<file path="config.mk">
export PLATFORM = sky130hd
export DESIGN_NAME = gcbc_controller
export DESIGN_NICKNAME = d
export VERILOG_FILES = /design/src/logic/gcbc_pkg.sv /design/src/logic/gcbc_tick_gen.sv /design/src/logic/gcbc_event_latch.sv /design/src/logic/gcbc_controller.sv
export SDC_FILE = /design/constraint.sdc
export NUM_CORES = 1
export LEC_CHECK = 0
export ABC_AREA = 1
export BUFFER_PORTS_ARGS = -buffer_cell sky130_fd_sc_hd__buf_2
export CORE_MARGIN = 1
export CORE_UTILIZATION = 45
export CTS_CLUSTER_DIAMETER = 80
export DETAILED_ROUTE_END_ITERATION = 12
export PLACE_DENSITY_LB_ADDON = 0.05
export SYNTH_ARGS = -nofsm -noshare
export SYNTH_HDL_FRONTEND = slang
export SYNTH_SLANG_ARGS = --single-unit
</file>
<file path="constraint.sdc">
create_clock -name clk_in -period 13.2 [get_ports clk_in]
set_input_delay 1.98 -clock clk_in [delete_from_list [all_inputs] [get_ports clk_in]]
set_output_delay 1.98 -clock clk_in [all_outputs]
set_load 0.02 [all_outputs]
</file>
<file path="src/logic/gcbc_pkg.sv">
// Purpose: shared constants of the circulation-box gas board controller
// Assumes: one 50 MHz clock, 16-bit command words, 8-bit read addresses
// Notes: no process here, definitions only
`default_nettype none

package gcbc_pkg;
  // clock and timer step
  localparam int CLK_FREQ_HZ = 50_000_000;
  localparam int TICK_STEP_MS = 10;
  // cycles per 10 ms step, exact at 50 MHz
  localparam int TICK_CYCLES = CLK_FREQ_HZ / 1000 * TICK_STEP_MS;
  // intended opening range, in ms
  localparam int OPEN_MIN_MS = 10;
  localparam int OPEN_MAX_MS = 30000;

  // register widths
  localparam int SUPPLY_W = 6;
  localparam int DURATION_W = 12;
  localparam int PUMPV_W = 2;
  localparam int STRAW_W = 2;
  localparam int STATUS_W = 12;
  localparam int NUM_VALVES = 4;

  // command top nibble codes
  localparam logic [3:0] NIB_SUPPLY = 4'h1;
  localparam logic [3:0] NIB_DURATION = 4'h2;
  localparam logic [3:0] NIB_PUMPV = 4'h3;
  localparam logic [3:0] NIB_STRAW = 4'h4;
  localparam logic [3:0] NIB_ACTION = 4'he;
  // middle nibbles that must be zero for nibble 3 and 4 writes
  localparam logic [7:0] SMALL_PAD = 8'h00;

  // action command words
  localparam logic [15:0] CMD_OPEN_FA = 16'he001;
  localparam logic [15:0] CMD_OPEN_FB = 16'he002;
  localparam logic [15:0] CMD_OPEN_SA = 16'he004;
  localparam logic [15:0] CMD_OPEN_SB = 16'he008;
  localparam logic [15:0] CMD_OPEN_PAIR_A = 16'he010;
  localparam logic [15:0] CMD_OPEN_PAIR_B = 16'he020;
  localparam logic [15:0] CMD_FLIP_A_OPEN = 16'he040;
  localparam logic [15:0] CMD_FLIP_B_OPEN = 16'he080;
  localparam logic [15:0] CMD_FLIP_B_CLOSE = 16'he100;
  localparam logic [15:0] CMD_HV_SAFE = 16'he200;

  // valve masks, bit0 first_a, bit1 first_b, bit2 second_a, bit3 second_b
  localparam logic [3:0] VMASK_PAIR_A = 4'h5;
  localparam logic [3:0] VMASK_PAIR_B = 4'ha;

  // read addresses
  localparam logic [7:0] ADDR_LIVE = 8'h01;
  localparam logic [7:0] ADDR_HISTORY = 8'h02;
  localparam logic [7:0] ADDR_SUPPLY = 8'h03;
  localparam logic [7:0] ADDR_DURATION = 8'h04;
  localparam logic [7:0] ADDR_PUMPV = 8'h05;
  localparam logic [7:0] ADDR_STRAW = 8'h06;

  // status word field positions
  localparam int ST_MECH_LSB = 0;
  localparam int ST_VCUR_LSB = 4;
  localparam int ST_PCUR_LSB = 8;
  localparam int ST_PVOLT_LSB = 10;
  // supply mask positions
  localparam int SUP_PUMP_TWO = 4;
  localparam int SUP_PUMP_ONE = 5;

  // reset values
  localparam logic [SUPPLY_W-1:0] SUPPLY_RST = 6'h00;
  localparam logic [DURATION_W-1:0] DURATION_RST = 12'h000;
  localparam logic [PUMPV_W-1:0] PUMPV_RST = 2'h0;
  localparam logic [STRAW_W-1:0] STRAW_RST = 2'h0;
  localparam logic [15:0] RDATA_RST = 16'h0000;
endpackage

`default_nettype wire

</file>
<file path="src/logic/gcbc_tick_gen.sv">
// Purpose: one-cycle enable pulse every timer step
// Assumes: single clock, async active-high reset
// Notes: period is a parameter so simulation can shorten it
`timescale 1ns/1ns
`default_nettype none

module gcbc_tick_gen #(
  parameter int TICK_CYCLES = gcbc_pkg::TICK_CYCLES
) (
  input wire logic clk_in,
  input wire logic rst_in,
  output logic tick_out
);
  // wide enough for the documented 500000-cycle period
  logic [23:0] count;
  logic [23:0] next_count;
  logic next_tick;
  localparam logic [23:0] LAST = 24'(TICK_CYCLES - 1);

  // wrap at the last cycle and pulse once
  always_comb
  begin
    next_tick = (count == LAST);
    next_count = next_tick ? 24'h000000 : count + 24'h000001;
  end

  // register only
  always_ff @(posedge clk_in or posedge rst_in)
  begin
    if (rst_in)
    begin
      count <= 24'h000000;
      tick_out <= 1'b0;
    end
    else
    begin
      count <= next_count;
      tick_out <= next_tick;
    end
  end
endmodule // gcbc_tick_gen

`default_nettype wire

</file>
<file path="src/logic/gcbc_event_latch.sv">
// Purpose: sticky history bits set on rising edge of each status bit
// Assumes: level inputs already synchronised to clk_in
// Notes: a set in the clearing cycle survives the clear
`timescale 1ns/1ns
`default_nettype none

module gcbc_event_latch #(
  parameter int WIDTH = gcbc_pkg::STATUS_W
) (
  input wire logic clk_in,
  input wire logic rst_in,
  input wire logic [WIDTH-1:0] level_in,
  input wire logic clear_in,
  output logic [WIDTH-1:0] flags_out
);
  logic [WIDTH-1:0] prev;
  logic [WIDTH-1:0] next_flags;

  genvar i;
  generate
    for (i = 0; i < WIDTH; i++)
    begin : g_bit
      always_comb
      begin
        next_flags[i] = (flags_out[i] & ~clear_in) | (level_in[i] & ~prev[i]);
      end
    end
  endgenerate

  // register only; prev starts low so a high level at reset counts
  always_ff @(posedge clk_in or posedge rst_in)
  begin
    if (rst_in)
    begin
      prev <= '0;
      flags_out <= '0;
    end
    else
    begin
      prev <= level_in;
      flags_out <= next_flags;
    end
  end
endmodule // gcbc_event_latch

`default_nettype wire

</file>
<file path="src/logic/gcbc_controller.sv">
// Purpose: command decoder and valve/pump control of the circulation box
// Assumes: host bus is synchronous to clk_in; sensor pins are not
// Notes: registers reached by write word and read address only
`timescale 1ns/1ns
`default_nettype none

// Behaviour
// - nibble 1 write loads 6-bit supply mask
// - mask bits: valves 0-3, pump two 4, one 5
// - open ignored when valve supply bit zero
// - nibble 2 write loads shared 12-bit duration
// - each duration count is 10 ms
// - zero duration refuses any valve open
// - every valve open command clears the duration
// - duration serves only the four solenoid valves
// - intended range 10 to 30000 ms
// - flipper opens e040/e080, b close e100
// - e200 asserts high-voltage safety output
// - nibble 3 sets pump voltage, 1=12V
// - nibble 4 sets readable analyser select
// - read addresses 1 to 6 return registers
// - status bits 0-3 mechanical, 4-7 energized
// - bits 8-9 pump energized, 10-11 voltage
// - pumps use same connect and status scheme
// - pressure out of range raises close-all
// - history bit latches on open transition
// - reading history clears it
// - energized bit follows coil current comparator
// - supply switch plus timed energize switch
module gcbc_controller #(
  // cycles per 10 ms step; shorten for simulation
  parameter int TICK_CYCLES = gcbc_pkg::TICK_CYCLES,
  // 0: e020 opens valve pair b; 1: e020 closes flipper valve a
  parameter bit PAIR_B_IS_FLIP_CLOSE = 1'b0
) (
  input wire logic clk_in,
  input wire logic rst_in,
  // host write: one command word per strobe cycle
  input wire logic wr_strobe_in,
  input wire logic [15:0] wr_data_in,
  // host read: address taken on strobe, data one cycle later
  input wire logic rd_strobe_in,
  input wire logic [7:0] rd_addr_in,
  output logic [15:0] rd_data_out,
  // sensor pins, asynchronous to clk_in
  input wire logic [3:0] valve_mechanical_flag_in,
  input wire logic [3:0] valve_energized_flag_in,
  input wire logic [1:0] pump_energized_flag_in,
  input wire logic [2:0] box_pressure_high_in,
  input wire logic [2:0] box_pressure_low_in,
  // actuators
  output logic [5:0] supply_connect_out,
  output logic [3:0] valve_energize_out,
  output logic [1:0] pump_voltage_flag_out,
  output logic [1:0] straw_tube_select_out,
  output logic flipper_valve_a_open_out,
  output logic flipper_valve_a_close_out,
  output logic flipper_valve_b_open_out,
  output logic flipper_valve_b_close_out,
  output logic hv_safety_out,
  output logic close_all_out
);
  localparam int NV = gcbc_pkg::NUM_VALVES;
  localparam int DW = gcbc_pkg::DURATION_W;
  localparam logic [DW-1:0] DURATION_ZERO = gcbc_pkg::DURATION_RST;

  // pin synchroniser, 16 bits wide
  logic [15:0] pins_raw;
  logic [15:0] sync_a;
  logic [15:0] sync_b;
  // synchronised pin groups
  logic [3:0] mech_s;
  logic [3:0] vcur_s;
  logic [1:0] pcur_s;
  logic [2:0] phigh_s;
  logic [2:0] plow_s;

  // software registers
  logic [gcbc_pkg::SUPPLY_W-1:0] supply_connect_mask;
  logic [DW-1:0] valve_open_duration;
  logic [gcbc_pkg::PUMPV_W-1:0] pump_voltage_select;
  logic [gcbc_pkg::STRAW_W-1:0] straw_tube_select;
  logic [gcbc_pkg::SUPPLY_W-1:0] next_supply;
  logic [DW-1:0] next_duration;
  logic [gcbc_pkg::PUMPV_W-1:0] next_pumpv;
  logic [gcbc_pkg::STRAW_W-1:0] next_straw;

  // decoded command
  logic [3:0] nib;
  logic [3:0] open_req;
  logic [3:0] open_fire;
  logic flip_a_open_cmd;
  logic flip_a_close_cmd;
  logic flip_b_open_cmd;
  logic flip_b_close_cmd;
  logic hv_cmd;

  // action outputs next values
  logic next_fa_open;
  logic next_fa_close;
  logic next_fb_open;
  logic next_fb_close;
  logic next_hv;
  logic next_close_all;

  // timers and status
  logic tick;
  logic [DW-1:0] valve_timer [NV];
  logic [DW-1:0] next_timer [NV];
  logic [NV-1:0] next_energize;
  logic [gcbc_pkg::STATUS_W-1:0] valve_pump_live_state;
  logic [gcbc_pkg::STATUS_W-1:0] valve_pump_history;
  logic history_clear;
  logic [15:0] next_rd_data;

  // 10 ms step enable
  // 10 ms step
  gcbc_tick_gen #(
    .TICK_CYCLES(TICK_CYCLES)
  ) u_tick (
    .clk_in(clk_in),
    .rst_in(rst_in),
    .tick_out(tick)
  );

  // gather every asynchronous pin into one vector
  assign pins_raw = {box_pressure_low_in, box_pressure_high_in,
    pump_energized_flag_in, valve_energized_flag_in,
    valve_mechanical_flag_in};

  // two flops; only sync_b is read by logic
  always_ff @(posedge clk_in or posedge rst_in)
  begin
    if (rst_in)
    begin
      sync_a <= 16'h0000;
      sync_b <= 16'h0000;
    end
    else
    begin
      sync_a <= pins_raw;
      sync_b <= sync_a;
    end
  end

  assign mech_s = sync_b[3:0];
  assign vcur_s = sync_b[7:4];
  assign pcur_s = sync_b[9:8];
  assign phigh_s = sync_b[12:10];
  assign plow_s = sync_b[15:13];

  // command decode from the write strobe and word; open_fire also needs supply and a nonzero duration
  always_comb
  begin
    nib = wr_data_in[15:12];
    open_req = 4'h0;
    flip_a_open_cmd = 1'b0;
    flip_a_close_cmd = 1'b0;
    flip_b_open_cmd = 1'b0;
    flip_b_close_cmd = 1'b0;
    hv_cmd = 1'b0;
    if (wr_strobe_in)
    begin
      case (wr_data_in)
        gcbc_pkg::CMD_OPEN_FA: open_req = 4'h1;
        gcbc_pkg::CMD_OPEN_FB: open_req = 4'h2;
        gcbc_pkg::CMD_OPEN_SA: open_req = 4'h4;
        gcbc_pkg::CMD_OPEN_SB: open_req = 4'h8;
        gcbc_pkg::CMD_OPEN_PAIR_A: open_req = gcbc_pkg::VMASK_PAIR_A;
        gcbc_pkg::CMD_OPEN_PAIR_B:
        begin
          if (PAIR_B_IS_FLIP_CLOSE)
            flip_a_close_cmd = 1'b1;
          else
            open_req = gcbc_pkg::VMASK_PAIR_B;
        end
        gcbc_pkg::CMD_FLIP_A_OPEN: flip_a_open_cmd = 1'b1;
        gcbc_pkg::CMD_FLIP_B_OPEN: flip_b_open_cmd = 1'b1;
        gcbc_pkg::CMD_FLIP_B_CLOSE: flip_b_close_cmd = 1'b1;
        gcbc_pkg::CMD_HV_SAFE: hv_cmd = 1'b1;
        default: open_req = 4'h0;
      endcase
    end
    open_fire = open_req & supply_connect_mask[3:0]
      & {4{valve_open_duration != DURATION_ZERO}};
  end

  // register writes; nibbles 3 and 4 need a zero middle byte
  always_comb
  begin
    next_supply = supply_connect_mask;
    next_duration = valve_open_duration;
    next_pumpv = pump_voltage_select;
    next_straw = straw_tube_select;
    if (wr_strobe_in)
    begin
      case (nib)
        gcbc_pkg::NIB_SUPPLY:
          next_supply = wr_data_in[gcbc_pkg::SUPPLY_W-1:0];
        gcbc_pkg::NIB_DURATION:
          next_duration = wr_data_in[DW-1:0];
        gcbc_pkg::NIB_PUMPV:
        begin
          if (wr_data_in[11:4] == gcbc_pkg::SMALL_PAD)
            next_pumpv = wr_data_in[gcbc_pkg::PUMPV_W-1:0];
        end
        gcbc_pkg::NIB_STRAW:
        begin
          if (wr_data_in[11:4] == gcbc_pkg::SMALL_PAD)
            next_straw = wr_data_in[gcbc_pkg::STRAW_W-1:0];
        end
        default: next_supply = supply_connect_mask;
      endcase
    end
    // any open clears duration, even a refused one
    if (|open_req)
      next_duration = DURATION_ZERO;
  end

  // software register storage
  always_ff @(posedge clk_in or posedge rst_in)
  begin
    if (rst_in)
    begin
      supply_connect_mask <= gcbc_pkg::SUPPLY_RST;
      valve_open_duration <= gcbc_pkg::DURATION_RST;
      pump_voltage_select <= gcbc_pkg::PUMPV_RST;
      straw_tube_select <= gcbc_pkg::STRAW_RST;
    end
    else
    begin
      supply_connect_mask <= next_supply;
      valve_open_duration <= next_duration;
      pump_voltage_select <= next_pumpv;
      straw_tube_select <= next_straw;
    end
  end

  // one countdown per solenoid valve, all fed from the one duration
  genvar v;
  generate
    for (v = 0; v < NV; v++)
    begin : g_valve
      always_comb
      begin
        next_timer[v] = valve_timer[v];
        if (open_fire[v])
          next_timer[v] = valve_open_duration;
        else if (tick && (valve_timer[v] != DURATION_ZERO))
          next_timer[v] = valve_timer[v] - 12'h001;
        // losing supply also abandons the opening
        if (!supply_connect_mask[v])
          next_timer[v] = DURATION_ZERO;
        next_energize[v] = (next_timer[v] != DURATION_ZERO);
      end

      always_ff @(posedge clk_in or posedge rst_in)
      begin
        if (rst_in)
        begin
          valve_timer[v] <= gcbc_pkg::DURATION_RST;
          valve_energize_out[v] <= 1'b0;
        end
        else
        begin
          valve_timer[v] <= next_timer[v];
          valve_energize_out[v] <= next_energize[v];
        end
      end
    end
  endgenerate

  // flipper pulses, hv latch and close-all
  always_comb
  begin
    next_fa_open = flip_a_open_cmd;
    next_fa_close = flip_a_close_cmd;
    next_fb_open = flip_b_open_cmd;
    next_fb_close = flip_b_close_cmd;
    // hv safety holds until reset; nothing in the command set releases it
    next_hv = hv_safety_out | hv_cmd;
    next_close_all = (|phigh_s) | (|plow_s);
  end

  always_ff @(posedge clk_in or posedge rst_in)
  begin
    if (rst_in)
    begin
      flipper_valve_a_open_out <= 1'b0;
      flipper_valve_a_close_out <= 1'b0;
      flipper_valve_b_open_out <= 1'b0;
      flipper_valve_b_close_out <= 1'b0;
      hv_safety_out <= 1'b0;
      close_all_out <= 1'b0;
    end
    else
    begin
      flipper_valve_a_open_out <= next_fa_open;
      flipper_valve_a_close_out <= next_fa_close;
      flipper_valve_b_open_out <= next_fb_open;
      flipper_valve_b_close_out <= next_fb_close;
      hv_safety_out <= next_hv;
      close_all_out <= next_close_all;
    end
  end

  assign supply_connect_out = supply_connect_mask;
  assign pump_voltage_flag_out = pump_voltage_select;
  assign straw_tube_select_out = straw_tube_select;

  assign valve_pump_live_state = {pump_voltage_select[1],
    pump_voltage_select[0], pcur_s[1], pcur_s[0], vcur_s, mech_s};

  assign history_clear = rd_strobe_in
    && (rd_addr_in == gcbc_pkg::ADDR_HISTORY);

  gcbc_event_latch #(
    .WIDTH(gcbc_pkg::STATUS_W)
  ) u_history (
    .clk_in(clk_in),
    .rst_in(rst_in),
    .level_in(valve_pump_live_state),
    .clear_in(history_clear),
    .flags_out(valve_pump_history)
  );

  // read mux; unknown addresses return zero
  always_comb
  begin
    next_rd_data = rd_data_out;
    if (rd_strobe_in)
    begin
      case (rd_addr_in)
        gcbc_pkg::ADDR_LIVE: next_rd_data = {4'h0, valve_pump_live_state};
        gcbc_pkg::ADDR_HISTORY: next_rd_data = {4'h0, valve_pump_history};
        gcbc_pkg::ADDR_SUPPLY: next_rd_data = {10'h000, supply_connect_mask};
        gcbc_pkg::ADDR_DURATION: next_rd_data = {4'h0, valve_open_duration};
        gcbc_pkg::ADDR_PUMPV: next_rd_data = {14'h0000, pump_voltage_select};
        gcbc_pkg::ADDR_STRAW: next_rd_data = {14'h0000, straw_tube_select};
        default: next_rd_data = gcbc_pkg::RDATA_RST;
      endcase
    end
  end

  // read data holds until the next read strobe
  always_ff @(posedge clk_in or posedge rst_in)
  begin
    if (rst_in)
      rd_data_out <= gcbc_pkg::RDATA_RST;
    else
      rd_data_out <= next_rd_data;
  end

  // intended range fits the counter
  // note: 4095 steps reach 40950 ms, above the 30000 ms intended ceiling
endmodule // gcbc_controller

`default_nettype wire

</file>
## After elaboration in Yosys (flattened, before gate mapping)

Index checks and enable logic that the tools add are counted.

| storage, ports and cells | value |
|---|---|
| register bits after elaboration | 176 |
| input port bits | 44 |
| output and inout port bits | 36 |
| word-level logic and storage cells | 154 |

| operators by class | value |
|---|---|
| add/subtract/negate cells | 5 |
| equal/unequal tests | 21 |
| muxes and demuxes | 27 |
| bitwise logic cells | 53 |
| reduce and logical (&&, ||, !) cells | 24 |

Operators by type and width:

| cell | number |
|---|---|
| $mux 12 | 15 |
| $eq 16x16->1 const B | 10 |
| $reduce_bool 12->1 | 9 |
| $pmux 12 s6 | 1 |
| $sub 12x1->12 const B | 4 |
| $add 24x1->24 const B | 1 |
| $and 1x1->1 | 24 |
| $eq 24x19->1 const B | 1 |
| $eq 8x3->1 const B | 3 |
| $mux 24 | 1 |
| $pmux 4 s6 | 1 |
| $eq 8x2->1 const B | 2 |
| $or 1x1->1 | 14 |
| $not 1->1 | 13 |
| $and 4x4->4 | 2 |
| $eq 4x2->1 const B | 2 |
| $eq 8x1->1 const B | 1 |
| $logic_not 8->1 | 1 |
| $mux 1 | 8 |
| $reduce_and 3->1 | 2 |
| $reduce_or 3->1 | 2 |
| $logic_and 1x1->1 | 5 |
| $eq 4x1->1 const B | 1 |
| $eq 4x3->1 const B | 1 |
| other kinds (4) | 6 |

## Depth between registers and ports, before layout

Gate-level depths: netlist of the first run.

| logic depth | value |
|---|---|
| word-level depth | 8 |
| gate-level depth with buffers | 15 |
| depth with buffers taken out | 14 |

## By module

Synthesis of the first run repeated with hierarchy kept, for this count alone.

| second synthesis, totals | value |
|---|---|
| cell total of the unflattened synthesis | 1354 |
| area total of the unflattened synthesis | 9683.0 um^2 |

By module, submodules not included:

| module | times used | cells each | area an instance (um^2) | seq. area each (um^2) |
|---|---|---|---|---|
| gcbc_controller | 1 | 1071 | 7359.6 | 3078.0 |
| gcbc_tick_gen | 1 | 208 | 1521.5 | 625.6 |
| gcbc_event_latch | 1 | 75 | 802.0 | 600.6 |

## Least setup slack after synthesis of the first run

OpenSTA, ideal clock, no wires.

| path | value |
|---|---|
| kind | in2reg |
| start point | in wr_data_in[9] |
| end point | reg valve_energize_out[2] |
| library setup time | 0.125 ns |
| arrival | 3.116 ns |
| required time | 13.075 ns |
| setup slack | 9.958 ns |
| stages | 13 |
| buffers on the path | 1 |
| cell sequence | nor2_2 -> nand2_4 -> nor2_8 -> nand2_4 -> nand2_4 -> nand3_4 -> buf_6 -> nor2_2 -> nor2_1 -> nand2_2 -> nand2_1 -> nor2_1 -> nand3_1 |

| between the ends | value |
|---|---|
| cells in the longest elaborated chain, start to end | 8 |
| elaborated cells between the ends (all ways) | 13 |
| those cells by class | eq/ne: 6; mux: 4; bitwise: 2; reduce/logical: 1 |

Ends and longest elaborated chain:

| element | line | text |
|---|---|---|
| start: declaration | gcbc_controller.sv:40 | `input wire logic [15:0] wr_data_in,` |
| $eq 16x16->1 | gcbc_controller.sv:164 | `case (wr_data_in)` |
| $pmux 4 s6 * | gcbc_controller.sv:164 |  |
| $mux 4 * | gcbc_controller.sv:162 | `if (wr_strobe_in)` |
| $and 4x4->4 * | gcbc_controller.sv:184 | `open_fire = open_req & supply_connect_mask[3:0]` |
| $and 4x4->4 * | gcbc_controller.sv:185 | `& {4{valve_open_duration != DURATION_ZERO}};` |
| $mux 12 * | gcbc_controller.sv:247 | `if (open_fire[v])` |
| $mux 12 * | gcbc_controller.sv:252 | `if (!supply_connect_mask[v])` |
| $reduce_bool 12->1 * | gcbc_controller.sv:254 | `next_energize[v] = (next_timer[v] != DURATION_ZERO);` |
| via next_energize[2] | gcbc_controller.sv:110 | `logic [NV-1:0] next_energize;` |
| end signal: indexed assignment | gcbc_controller.sv:267 | `valve_energize_out[v] <= next_energize[v];` |
| end: declaration | gcbc_controller.sv:53 | `output logic [3:0] valve_energize_out,` |

The timed path passes the listed nets; every way through them passes the cells marked *.
A chain may end at the register's enable or synchronous reset.

## Worst setup path after layout of the first run

| path | value |
|---|---|
| start point | in wr_strobe_in |
| end point | reg valve_open_duration[6] |

| between the ends | value |
|---|---|
| cells in the longest elaborated chain, start to end | 4 |
| elaborated cells between the ends (all ways) | 6 |
| those cells by class | mux: 2; reduce/logical: 4 |

Ends and longest elaborated chain:

| element | line | text |
|---|---|---|
| start: declaration | gcbc_controller.sv:39 | `input wire logic wr_strobe_in,` |
| $mux 4 | gcbc_controller.sv:162 |  |
| $reduce_or 4->1 | gcbc_controller.sv:216 | `if (\|open_req)` |
| $reduce_bool 2->1 (no source line) | -- |  |
| $reduce_and 2->1 (no source line) | -- |  |
| end signal: assignment | gcbc_controller.sv:226 | `valve_open_duration <= gcbc_pkg::DURATION_RST;` |
| end signal: assignment | gcbc_controller.sv:233 | `valve_open_duration <= next_duration;` |
| end: declaration | gcbc_controller.sv:80 | `logic [DW-1:0] valve_open_duration;` |

Several ways; a longest one is shown, not always the timed one.

==> impl_metrics.prom, run 1 <==
# TYPE chip_impl_metric gauge
chip_impl_metric{name="timing.clock.skew",unit="ns"} 0.0127
chip_impl_metric{name="synth_enable_flop_cells",unit=""} 0
chip_impl_metric{name="timing.final.crit_share",unit="%"} 26.1
chip_impl_metric{name="seq_area",unit="mm^2"} 0.00430
chip_impl_metric{name="cts.htree.levels",unit=""} 4
chip_impl_metric{name="drtPass1Iterations",unit=""} 6
chip_impl_metric{name="path_max_fanout",unit=""} 27
chip_impl_metric{name="hold_buffers",unit=""} 0
chip_impl_metric{name="postCtsSetupBuffers",unit=""} 0
chip_impl_metric{name="floorplan.die.height",unit="um"} 149
chip_impl_metric{name="power.leakage",unit="nW"} 6.42
chip_impl_metric{name="die_x",unit="um"} 149
chip_impl_info{name="unrepaired_setup_endpoints_after_global_routing",value="no"} 1
chip_impl_metric{name="cts_resized",unit=""} 0
chip_impl_metric{name="top_level_ports",unit=""} 80
chip_impl_metric{name="synth.cell_area",unit="mm^2"} 0.00973
chip_impl_metric{name="wl_per_cell",unit="um"} 15.1
chip_impl_metric{name="timing.max_slew.rel_slack",unit="%"} 34.9
chip_impl_metric{name="synth_cell_types",unit=""} 45
chip_impl_metric{name="clock.fmax",unit="MHz"} 290
chip_impl_metric{name="timing.final.max_slew_violations",unit=""} 0
chip_impl_metric{name="floorplan.die_area",unit="mm^2"} 0.0222
chip_impl_metric{name="grt_use_total",unit="%"} 24.0
chip_impl_metric{name="r2r.worst_path.cells",unit=""} 7
chip_impl_metric{name="final_nets",unit=""} 1430
chip_impl_metric{name="clk_pin_slew_worst_paths",unit="ns"} 0.07
chip_impl_info{name="cp-start-kind",value="input pin"} 1
chip_impl_metric{name="antenna-diode-count",unit=""} 0
chip_impl_metric{name="placed_area",unit="mm^2"} 0.0103
chip_impl_metric{name="avgViaCountPerCell",unit=""} 5.01
chip_impl_metric{name="drc_errors",unit=""} 0
chip_impl_metric{name="dp_hpwl",unit="um"} 18700
chip_impl_metric{name="final_period_minus_worst_setup_slack",unit="ns"} 3.45
chip_impl_metric{name="synthesis.area_per_instance",unit="um^2"} 7.44
chip_impl_metric{name="route.final.wire_length",unit="um"} 25200
chip_impl_metric{name="power_density_normalized_to_cell_area",unit="mW/mm^2"} 111
chip_impl_metric{name="first_global_vias",unit=""} 7875
chip_impl_metric{name="grt_pass1_wl",unit="um"} 41100
chip_impl_metric{name="final_cell_count_no_fill",unit=""} 1665
chip_impl_metric{name="synthToLayoutAreaGrowth",unit="%"} 12.3
chip_impl_metric{name="floorplan.rows",unit=""} 53
chip_impl_metric{name="worstPathRequired",unit="ns"} 13.56
chip_impl_metric{name="port_buffers",unit=""} 74
chip_impl_info{name="worst_setup_end_kind",value="register"} 1
chip_impl_metric{name="worst-endpoint-arrival",unit="ns"} 3.81
chip_impl_metric{name="finished_cell_area",unit="mm^2"} 0.0109
chip_impl_metric{name="multiInputGateArea",unit="mm^2"} 0.00449
chip_impl_metric{name="use_met1",unit="%"} 34.6
chip_impl_info{name="worstSetupPathType",value="input pin to register"} 1
chip_impl_metric{name="fin_setup_tns",unit="ns"} 0
chip_impl_metric{name="grt_max_degree",unit=""} 113
chip_impl_metric{name="detail_route.iter0.violations",unit=""} 478
chip_impl_metric{name="min_path_cells",unit=""} 0
chip_impl_metric{name="max-vdd-ir-drop",unit="V"} 0.0000920
chip_impl_metric{name="clock_latency",unit="ns"} 0.44
chip_impl_metric{name="hold_viol",unit=""} 0
chip_impl_metric{name="num_vias",unit=""} 8335
chip_impl_metric{name="syn-instance-count",unit=""} 1307
chip_impl_info{name="synth_top_flop_cell",value="dfrtp_1"} 1
chip_impl_metric{name="timing.max_cap.violations",unit=""} 0
chip_impl_metric{name="global_route.overflow_total",unit=""} 0
chip_impl_metric{name="drive_gt1_share",unit="%"} 13.7
chip_impl_info{name="outcome",value="complete, no violations"} 1
chip_impl_metric{name="placeableCoreArea",unit="mm^2"} 0.0211
chip_impl_metric{name="worst_pin_slew",unit="ns"} 0.976
chip_impl_metric{name="seq_area_frac_synth",unit="%"} 44.3
chip_impl_metric{name="clockBufferDepth",unit=""} 2
chip_impl_metric{name="finalWeightedCongestion",unit=""} 0.884
chip_impl_info{name="tritoncts",value="done"} 1
chip_impl_metric{name="grt.met3_usage",unit="%"} 4.62
chip_impl_metric{name="register_bit_total_from_synthesis",unit=""} 172
chip_impl_metric{name="final_core_util",unit="%"} 51.8
chip_impl_metric{name="initial_utilization",unit="%"} 46.1
chip_impl_info{name="cts-root-buf",value="clkbuf_16"} 1
chip_impl_info{name="grt.busiest_layer",value="met2"} 1
chip_impl_info{name="layout_common_cells",value="nand2_1, inv_1, dfrtp_1"} 1
chip_impl_metric{name="grtUsageMet2",unit="%"} 36.9
chip_impl_metric{name="numPlacedInstances",unit=""} 1633
chip_impl_metric{name="grt_antenna_before_repair",unit=""} 2
chip_impl_info{name="final_common_cell",value="nand2_1"} 1
chip_impl_metric{name="cts_sinks",unit=""} 172
chip_impl_metric{name="n_fill_cell",unit=""} 2119
chip_impl_info{name="timing.hold.worst.class",value="register to register"} 1
chip_impl_metric{name="numCtsBuffers",unit=""} 17
chip_impl_metric{name="detail-route-antenna-nets",unit=""} 0
chip_impl_metric{name="ys_warns",unit=""} 0
chip_impl_metric{name="setup_viol",unit=""} 0
chip_impl_metric{name="postSynth.asyncResetShare",unit="%"} 100
==> critical path, cell delays in order <==
cell	delay [ns]
buf_2	0.51
nand3_1	0.57
inv_1	0.48
nand2_1	0.13
a21oi_2	0.13
==> power by group <==
| group | leakage [nW] | internal, W | switching (W) |
|---|---|---|---|
| Sequential | 2.19 | 0.000546 | 0.0000315 |
| Clock | 0.298 | 0.000275 | 0.000246 |
| Combinational | 3.93 | 0.0000279 | 0.0000826 |
| Total | 6.42 | 0.000849 | 0.000361 |
==> cell usage after synthesis, types with 3 or more instances <==
cell type / n / share of area, %
buf_6: 3 / 0.35
nor2_4: 9 / 1.0
clkbuf_1: 10 / 0.39
nand2_4: 12 / 1.4
a21oi_2: 10 / 0.90
nor3_1: 13 / 0.67
o22ai_1: 18 / 1.2
buf_4: 10 / 0.77
o21ai_1: 7 / 0.36
nand2_2: 9 / 0.58
nand2_1: 363 / 14
nand4_1: 33 / 2.1
dfrtp_1: 172 / 44
nand3_1: 117 / 6.0
ha_1: 9 / 1.2
inv_2: 8 / 0.31
xor2_1: 24 / 2.2
a21oi_1: 12 / 0.62
buf_2: 4 / 0.21
xnor2_1: 3 / 0.27
o21ai_0: 51 / 2.6
a221oi_1: 3 / 0.27
inv_1: 198 / 7.6
nand3_4: 4 / 0.72
nor2_2: 21 / 1.4
nor2_1: 152 / 5.9
nor4_1: 8 / 0.51
==> stage by stage <==
stage	hold slack (ns)	worst slack, ns	power [W]
after CTS	0.351	9.79	0.00122
after detailed placement	0.335	9.34	0.000698
after floorplan	0.331	6.56	0.000648
after global routing	0.357	9.57	0.00126
final	0.349	9.75	0.00121
after global placement	0.331	9.39	0.000697
==> metal layers <==
| metal | part of all wire (%) | vias up |
|---|---|---|
| met5 | 0.11 | - |
| met4 | 1.6 | 4 |
| met3 | 5.1 | 29 |
| met2 | 44 | 182 |
| met1 | 49 | 3866 |
| li1 | - | 4254 |
==> path summary, 6_finish.rpt <==
path                                        from                     end  slack, ns
max in group asynchronous                 rst_in         valve_timer[32]      10.03
hold reg to reg                       sync_a[10]              sync_b[10]       0.35
min in group asynchronous                 rst_in              sync_a[12]       1.79
setup / recovery                    wr_strobe_in  valve_open_duration[6]       9.75
setup reg to reg           supply_connect_out[3]   valve_energize_out[3]      10.67
hold / removal                        sync_a[10]              sync_b[10]       0.35
==> final cells by class <==
type / instances / area share [%]
sequential: 172 / 39.4
clock inverter: 15 / 1.75
clock buffer: 17 / 3.90
timing repair buffer: 76 / 3.53
tap: 275 / 3.15
multi-input combinational: 903 / 41.1
inverter: 207 / 7.16
==> registers in the layout (all words and copies together) (netlist names), 2 cells and up <==
name / flops
valve_open_duration: 12
valve_energize_out: 4
straw_tube_select_out: 2
valve_timer: 48
sync_a: 16
u_history.flags_out: 12
sync_b: 16
u_history.prev: 12
supply_connect_out: 6
u_tick.count: 24
pump_voltage_flag_out: 2
rd_data_out: 12
==> kinds of logic after synthesis <==
| group | Yosys count | share of synthesized area (%) |
|---|---|---|
| AND/OR/NAND/NOR | 751 | 35.6 |
| buffers and inverters | 236 | 9.78 |
| flip-flops | 172 | 44.3 |
| AO/OA/AOI/OAI | 111 | 6.78 |
| XOR/XNOR | 27 | 2.43 |
| adder cells (fa/ha/maj) | 9 | 1.16 |
| other | 1 | 0.0386 |
(Power assumes the default switching activity.)
==> run 2, diff against run 1 <==
Clock period 13.2 ns to 3.3 ns, I/O delays scaled along.
==> run 2 against run 1 <==
Against the previous run: non-clock buffer count grew 4; setup slack lost 8.8 ns; die area is the same; sequential power grew to 4.0 times the previous value; clock skew shrank 0.0028 ns; sequential share of layout area shrank 0.10 points; flip-flop and latch count is the same; total power grew to 3.9 times the previous value; clock power grew to 3.8 times the previous value; combinational power grew to 4.1 times the previous value; design area grew 0.26%; via count grew 0.55%.
==> impl_metrics.prom, run 2 (synthesis gave the netlist of run 1 again) <==
# TYPE chip_impl_metric gauge
chip_impl_metric{name="worst_pin_slew",unit="ns"} 0.811
chip_impl_metric{name="fin_setup_tns",unit="ns"} 0
chip_impl_metric{name="clock_latency",unit="ns"} 0.44
chip_impl_metric{name="hold_buffers",unit=""} 0
chip_impl_metric{name="r2r.worst_path.cells",unit=""} 11
chip_impl_metric{name="power_density_normalized_to_cell_area",unit="mW/mm^2"} 435
chip_impl_metric{name="num_vias",unit=""} 8381
chip_impl_metric{name="worst-endpoint-arrival",unit="ns"} 2.66
chip_impl_metric{name="timing.clock.skew",unit="ns"} 0.00997
chip_impl_metric{name="die_x",unit="um"} 149
chip_impl_metric{name="placeableCoreArea",unit="mm^2"} 0.0211
chip_impl_metric{name="initial_utilization",unit="%"} 46.1
chip_impl_metric{name="max-vdd-ir-drop",unit="V"} 0.000394
chip_impl_info{name="worst_r2r_startpoint",value="valve_open_duration[9]"} 1
chip_impl_info{name="min-delay-start",value="valve_energized_flag_in[2]"} 1
chip_impl_metric{name="grt_use_total",unit="%"} 24.0
chip_impl_metric{name="final_period_minus_worst_setup_slack",unit="ns"} 2.34
chip_impl_metric{name="setup_viol",unit=""} 0
chip_impl_metric{name="drtPass1Iterations",unit=""} 5
chip_impl_metric{name="timing.final.crit_share",unit="%"} 70.8
chip_impl_metric{name="dp_hpwl",unit="um"} 19200
chip_impl_info{name="worstSetupPathType",value="register to register"} 1
chip_impl_metric{name="floorplan.die.height",unit="um"} 149
chip_impl_metric{name="power.leakage",unit="nW"} 6.43
chip_impl_metric{name="floorplan.die_area",unit="mm^2"} 0.0222
chip_impl_metric{name="placement.setup.worst_slack",unit="ns"} 1.00
chip_impl_metric{name="grt_max_degree",unit=""} 68
chip_impl_metric{name="synthToLayoutAreaGrowth",unit="%"} 12.6
chip_impl_metric{name="min_path_cells",unit=""} 1
chip_impl_metric{name="n_fill_cell",unit=""} 2169
chip_impl_info{name="unrepaired_setup_endpoints_after_global_routing",value="no"} 1
chip_impl_metric{name="avgViaCountPerCell",unit=""} 5.02
chip_impl_metric{name="detail_route.iter0.violations",unit=""} 503
chip_impl_info{name="outcome",value="complete, no violations"} 1
chip_impl_metric{name="port_buffers",unit=""} 74
chip_impl_metric{name="clockBufferDepth",unit=""} 2
chip_impl_info{name="layout_common_cells",value="nand2_1, inv_1, dfrtp_1"} 1
chip_impl_metric{name="detail-route-antenna-nets",unit=""} 0
chip_impl_metric{name="drc_errors",unit=""} 0
chip_impl_metric{name="flip_flop_count_of_the_largest_register_all_copies_and_words_added",unit=""} 48
chip_impl_info{name="cp-start-kind",value="register"} 1
chip_impl_metric{name="cts.htree.levels",unit=""} 4
chip_impl_info{name="hold_end",value="sync_a[6]"} 1
chip_impl_metric{name="totalPowerFinal",unit="W"} 0.00476
chip_impl_metric{name="finalWeightedCongestion",unit=""} 0.886
chip_impl_metric{name="timing.final.max_slew_violations",unit=""} 0
chip_impl_metric{name="setup.reg_to_reg.worst_slack",unit="ns"} 0.96
chip_impl_metric{name="cts_resized",unit=""} 0
chip_impl_metric{name="worst_setup_margin",unit="ns"} 0.963
chip_impl_info{name="final_common_cell",value="nand2_1"} 1
chip_impl_metric{name="clock.fmax",unit="MHz"} 428
chip_impl_metric{name="postCtsSetupBuffers",unit=""} 0
chip_impl_metric{name="grt_pass1_wl",unit="um"} 41100
chip_impl_metric{name="wl_per_cell",unit="um"} 15.2
chip_impl_metric{name="route.final.wire_length",unit="um"} 25300
chip_impl_metric{name="clk_pin_slew_worst_paths",unit="ns"} 0.08
chip_impl_metric{name="antenna-diode-count",unit=""} 0
chip_impl_metric{name="timing.max_cap.violations",unit=""} 0
chip_impl_info{name="timing.hold.worst.class",value="input pin to register"} 1
chip_impl_metric{name="worstPathRequired",unit="ns"} 3.62
chip_impl_metric{name="global_route.overflow_total",unit=""} 0
chip_impl_metric{name="top_level_ports",unit=""} 80
chip_impl_metric{name="floorplan.rows",unit=""} 53
chip_impl_info{name="max_flop_register",value="valve_timer"} 1
chip_impl_metric{name="drive_gt1_share",unit="%"} 13.9
chip_impl_metric{name="hold_viol",unit=""} 0
chip_impl_metric{name="cts_sinks",unit=""} 172
chip_impl_metric{name="numCtsBuffers",unit=""} 17
chip_impl_info{name="worstReg2RegEnd",value="valve_energize_out[3]"} 1
chip_impl_info{name="cts-root-buf",value="clkbuf_16"} 1
chip_impl_info{name="worst_setup_end_kind",value="register"} 1
chip_impl_info{name="layout_top_registers",value="valve_timer (48), u_tick.count (24)"} 1
chip_impl_metric{name="path_max_fanout",unit=""} 11
chip_impl_metric{name="timing.max_slew.rel_slack",unit="%"} 45.8
chip_impl_info{name="tritoncts",value="done"} 1
chip_impl_metric{name="grt_antenna_before_repair",unit=""} 0
chip_impl_metric{name="final_nets",unit=""} 1434
chip_impl_metric{name="first_global_vias",unit=""} 7957
## run 2: changes by cell type in the layout (fill, tap and decap cells not counted), sizes merged
cell      previous run  this run
buf                 76        80
inv                215       213
clkinvlp             1         2
bufinv               1         0
clkinv               5         7
## run 2: layout make-up
class / count / area (um^2) / area share (%)
Clock buffer: 17 / 425 / 3.89
Clock inverter: 15 / 166 / 1.52
Inverter: 207 / 781 / 7.13
Multi-Input combinational cell: 903 / 4490 / 41.0
Sequential cell: 172 / 4300 / 39.3
Tap cell: 275 / 344 / 3.14
Timing Repair Buffer: 80 / 440 / 4.02
## run 2: through the flow
stage | util [%] | cell area [um^2] | hold slack [ns] | std cells
5_1_grt | 51.9 | 10900 | 0.138 | 1669
3_3_place_gp | 49.1 | 10400 | 0.332 | 1637
4_1_cts | 51.9 | 10900 | 0.144 | 1669
6_report | 51.9 | 10900 | 0.156 | 1669
3_5_place_dp | 49.1 | 10400 | 0.335 | 1637
2_1_floorplan | - | 9740 | 0.331 | 1311
## run 2: power breakdown
| part | total (W) | switching, W | internal [W] | leakage, nW |
|---|---|---|---|---|
| logic | 0.000452 | 0.000335 | 0.000117 | 3.95 |
| clock network | 0.00200 | 0.000984 | 0.00102 | 0.289 |
| registers | 0.00230 | 0.000118 | 0.00218 | 2.19 |
| total | 0.00476 | 0.00144 | 0.00332 | 6.43 |
## run 2: worst max-delay path, stage by stage, from the launching register on
cell and delay [ns]:
dfrtp_1 0.63, nor2_1 0.08, nand3_1 0.13, nor2_4 0.08, nor2_1 0.59, nand3_4 0.20
nor2_1 0.14, nor2_1 0.05, nand2_1 0.10, nand2_1 0.06, nor2_1 0.09, nand3_1 0.07
## run 2: per-layer routing
metal  global-route usage, %  share of wire, %
met4                    6.58               1.5
met5                       0                 0
met2                    38.2                46
met1                    33.6                48
met3                    4.04               4.9
## run 2: worst max-delay path by stage
stage                                 from               endpoint  slack, ns
global route               valve_timer[24]  valve_energize_out[1]       0.79
CTS                        valve_timer[24]  valve_energize_out[1]       0.99
finish              valve_open_duration[9]  valve_energize_out[3]       0.96
detailed placement         valve_timer[24]  valve_energize_out[1]       1.00
global placement           valve_timer[24]  valve_energize_out[1]       1.02
floorplan                           rst_in          close_all_out       0.61
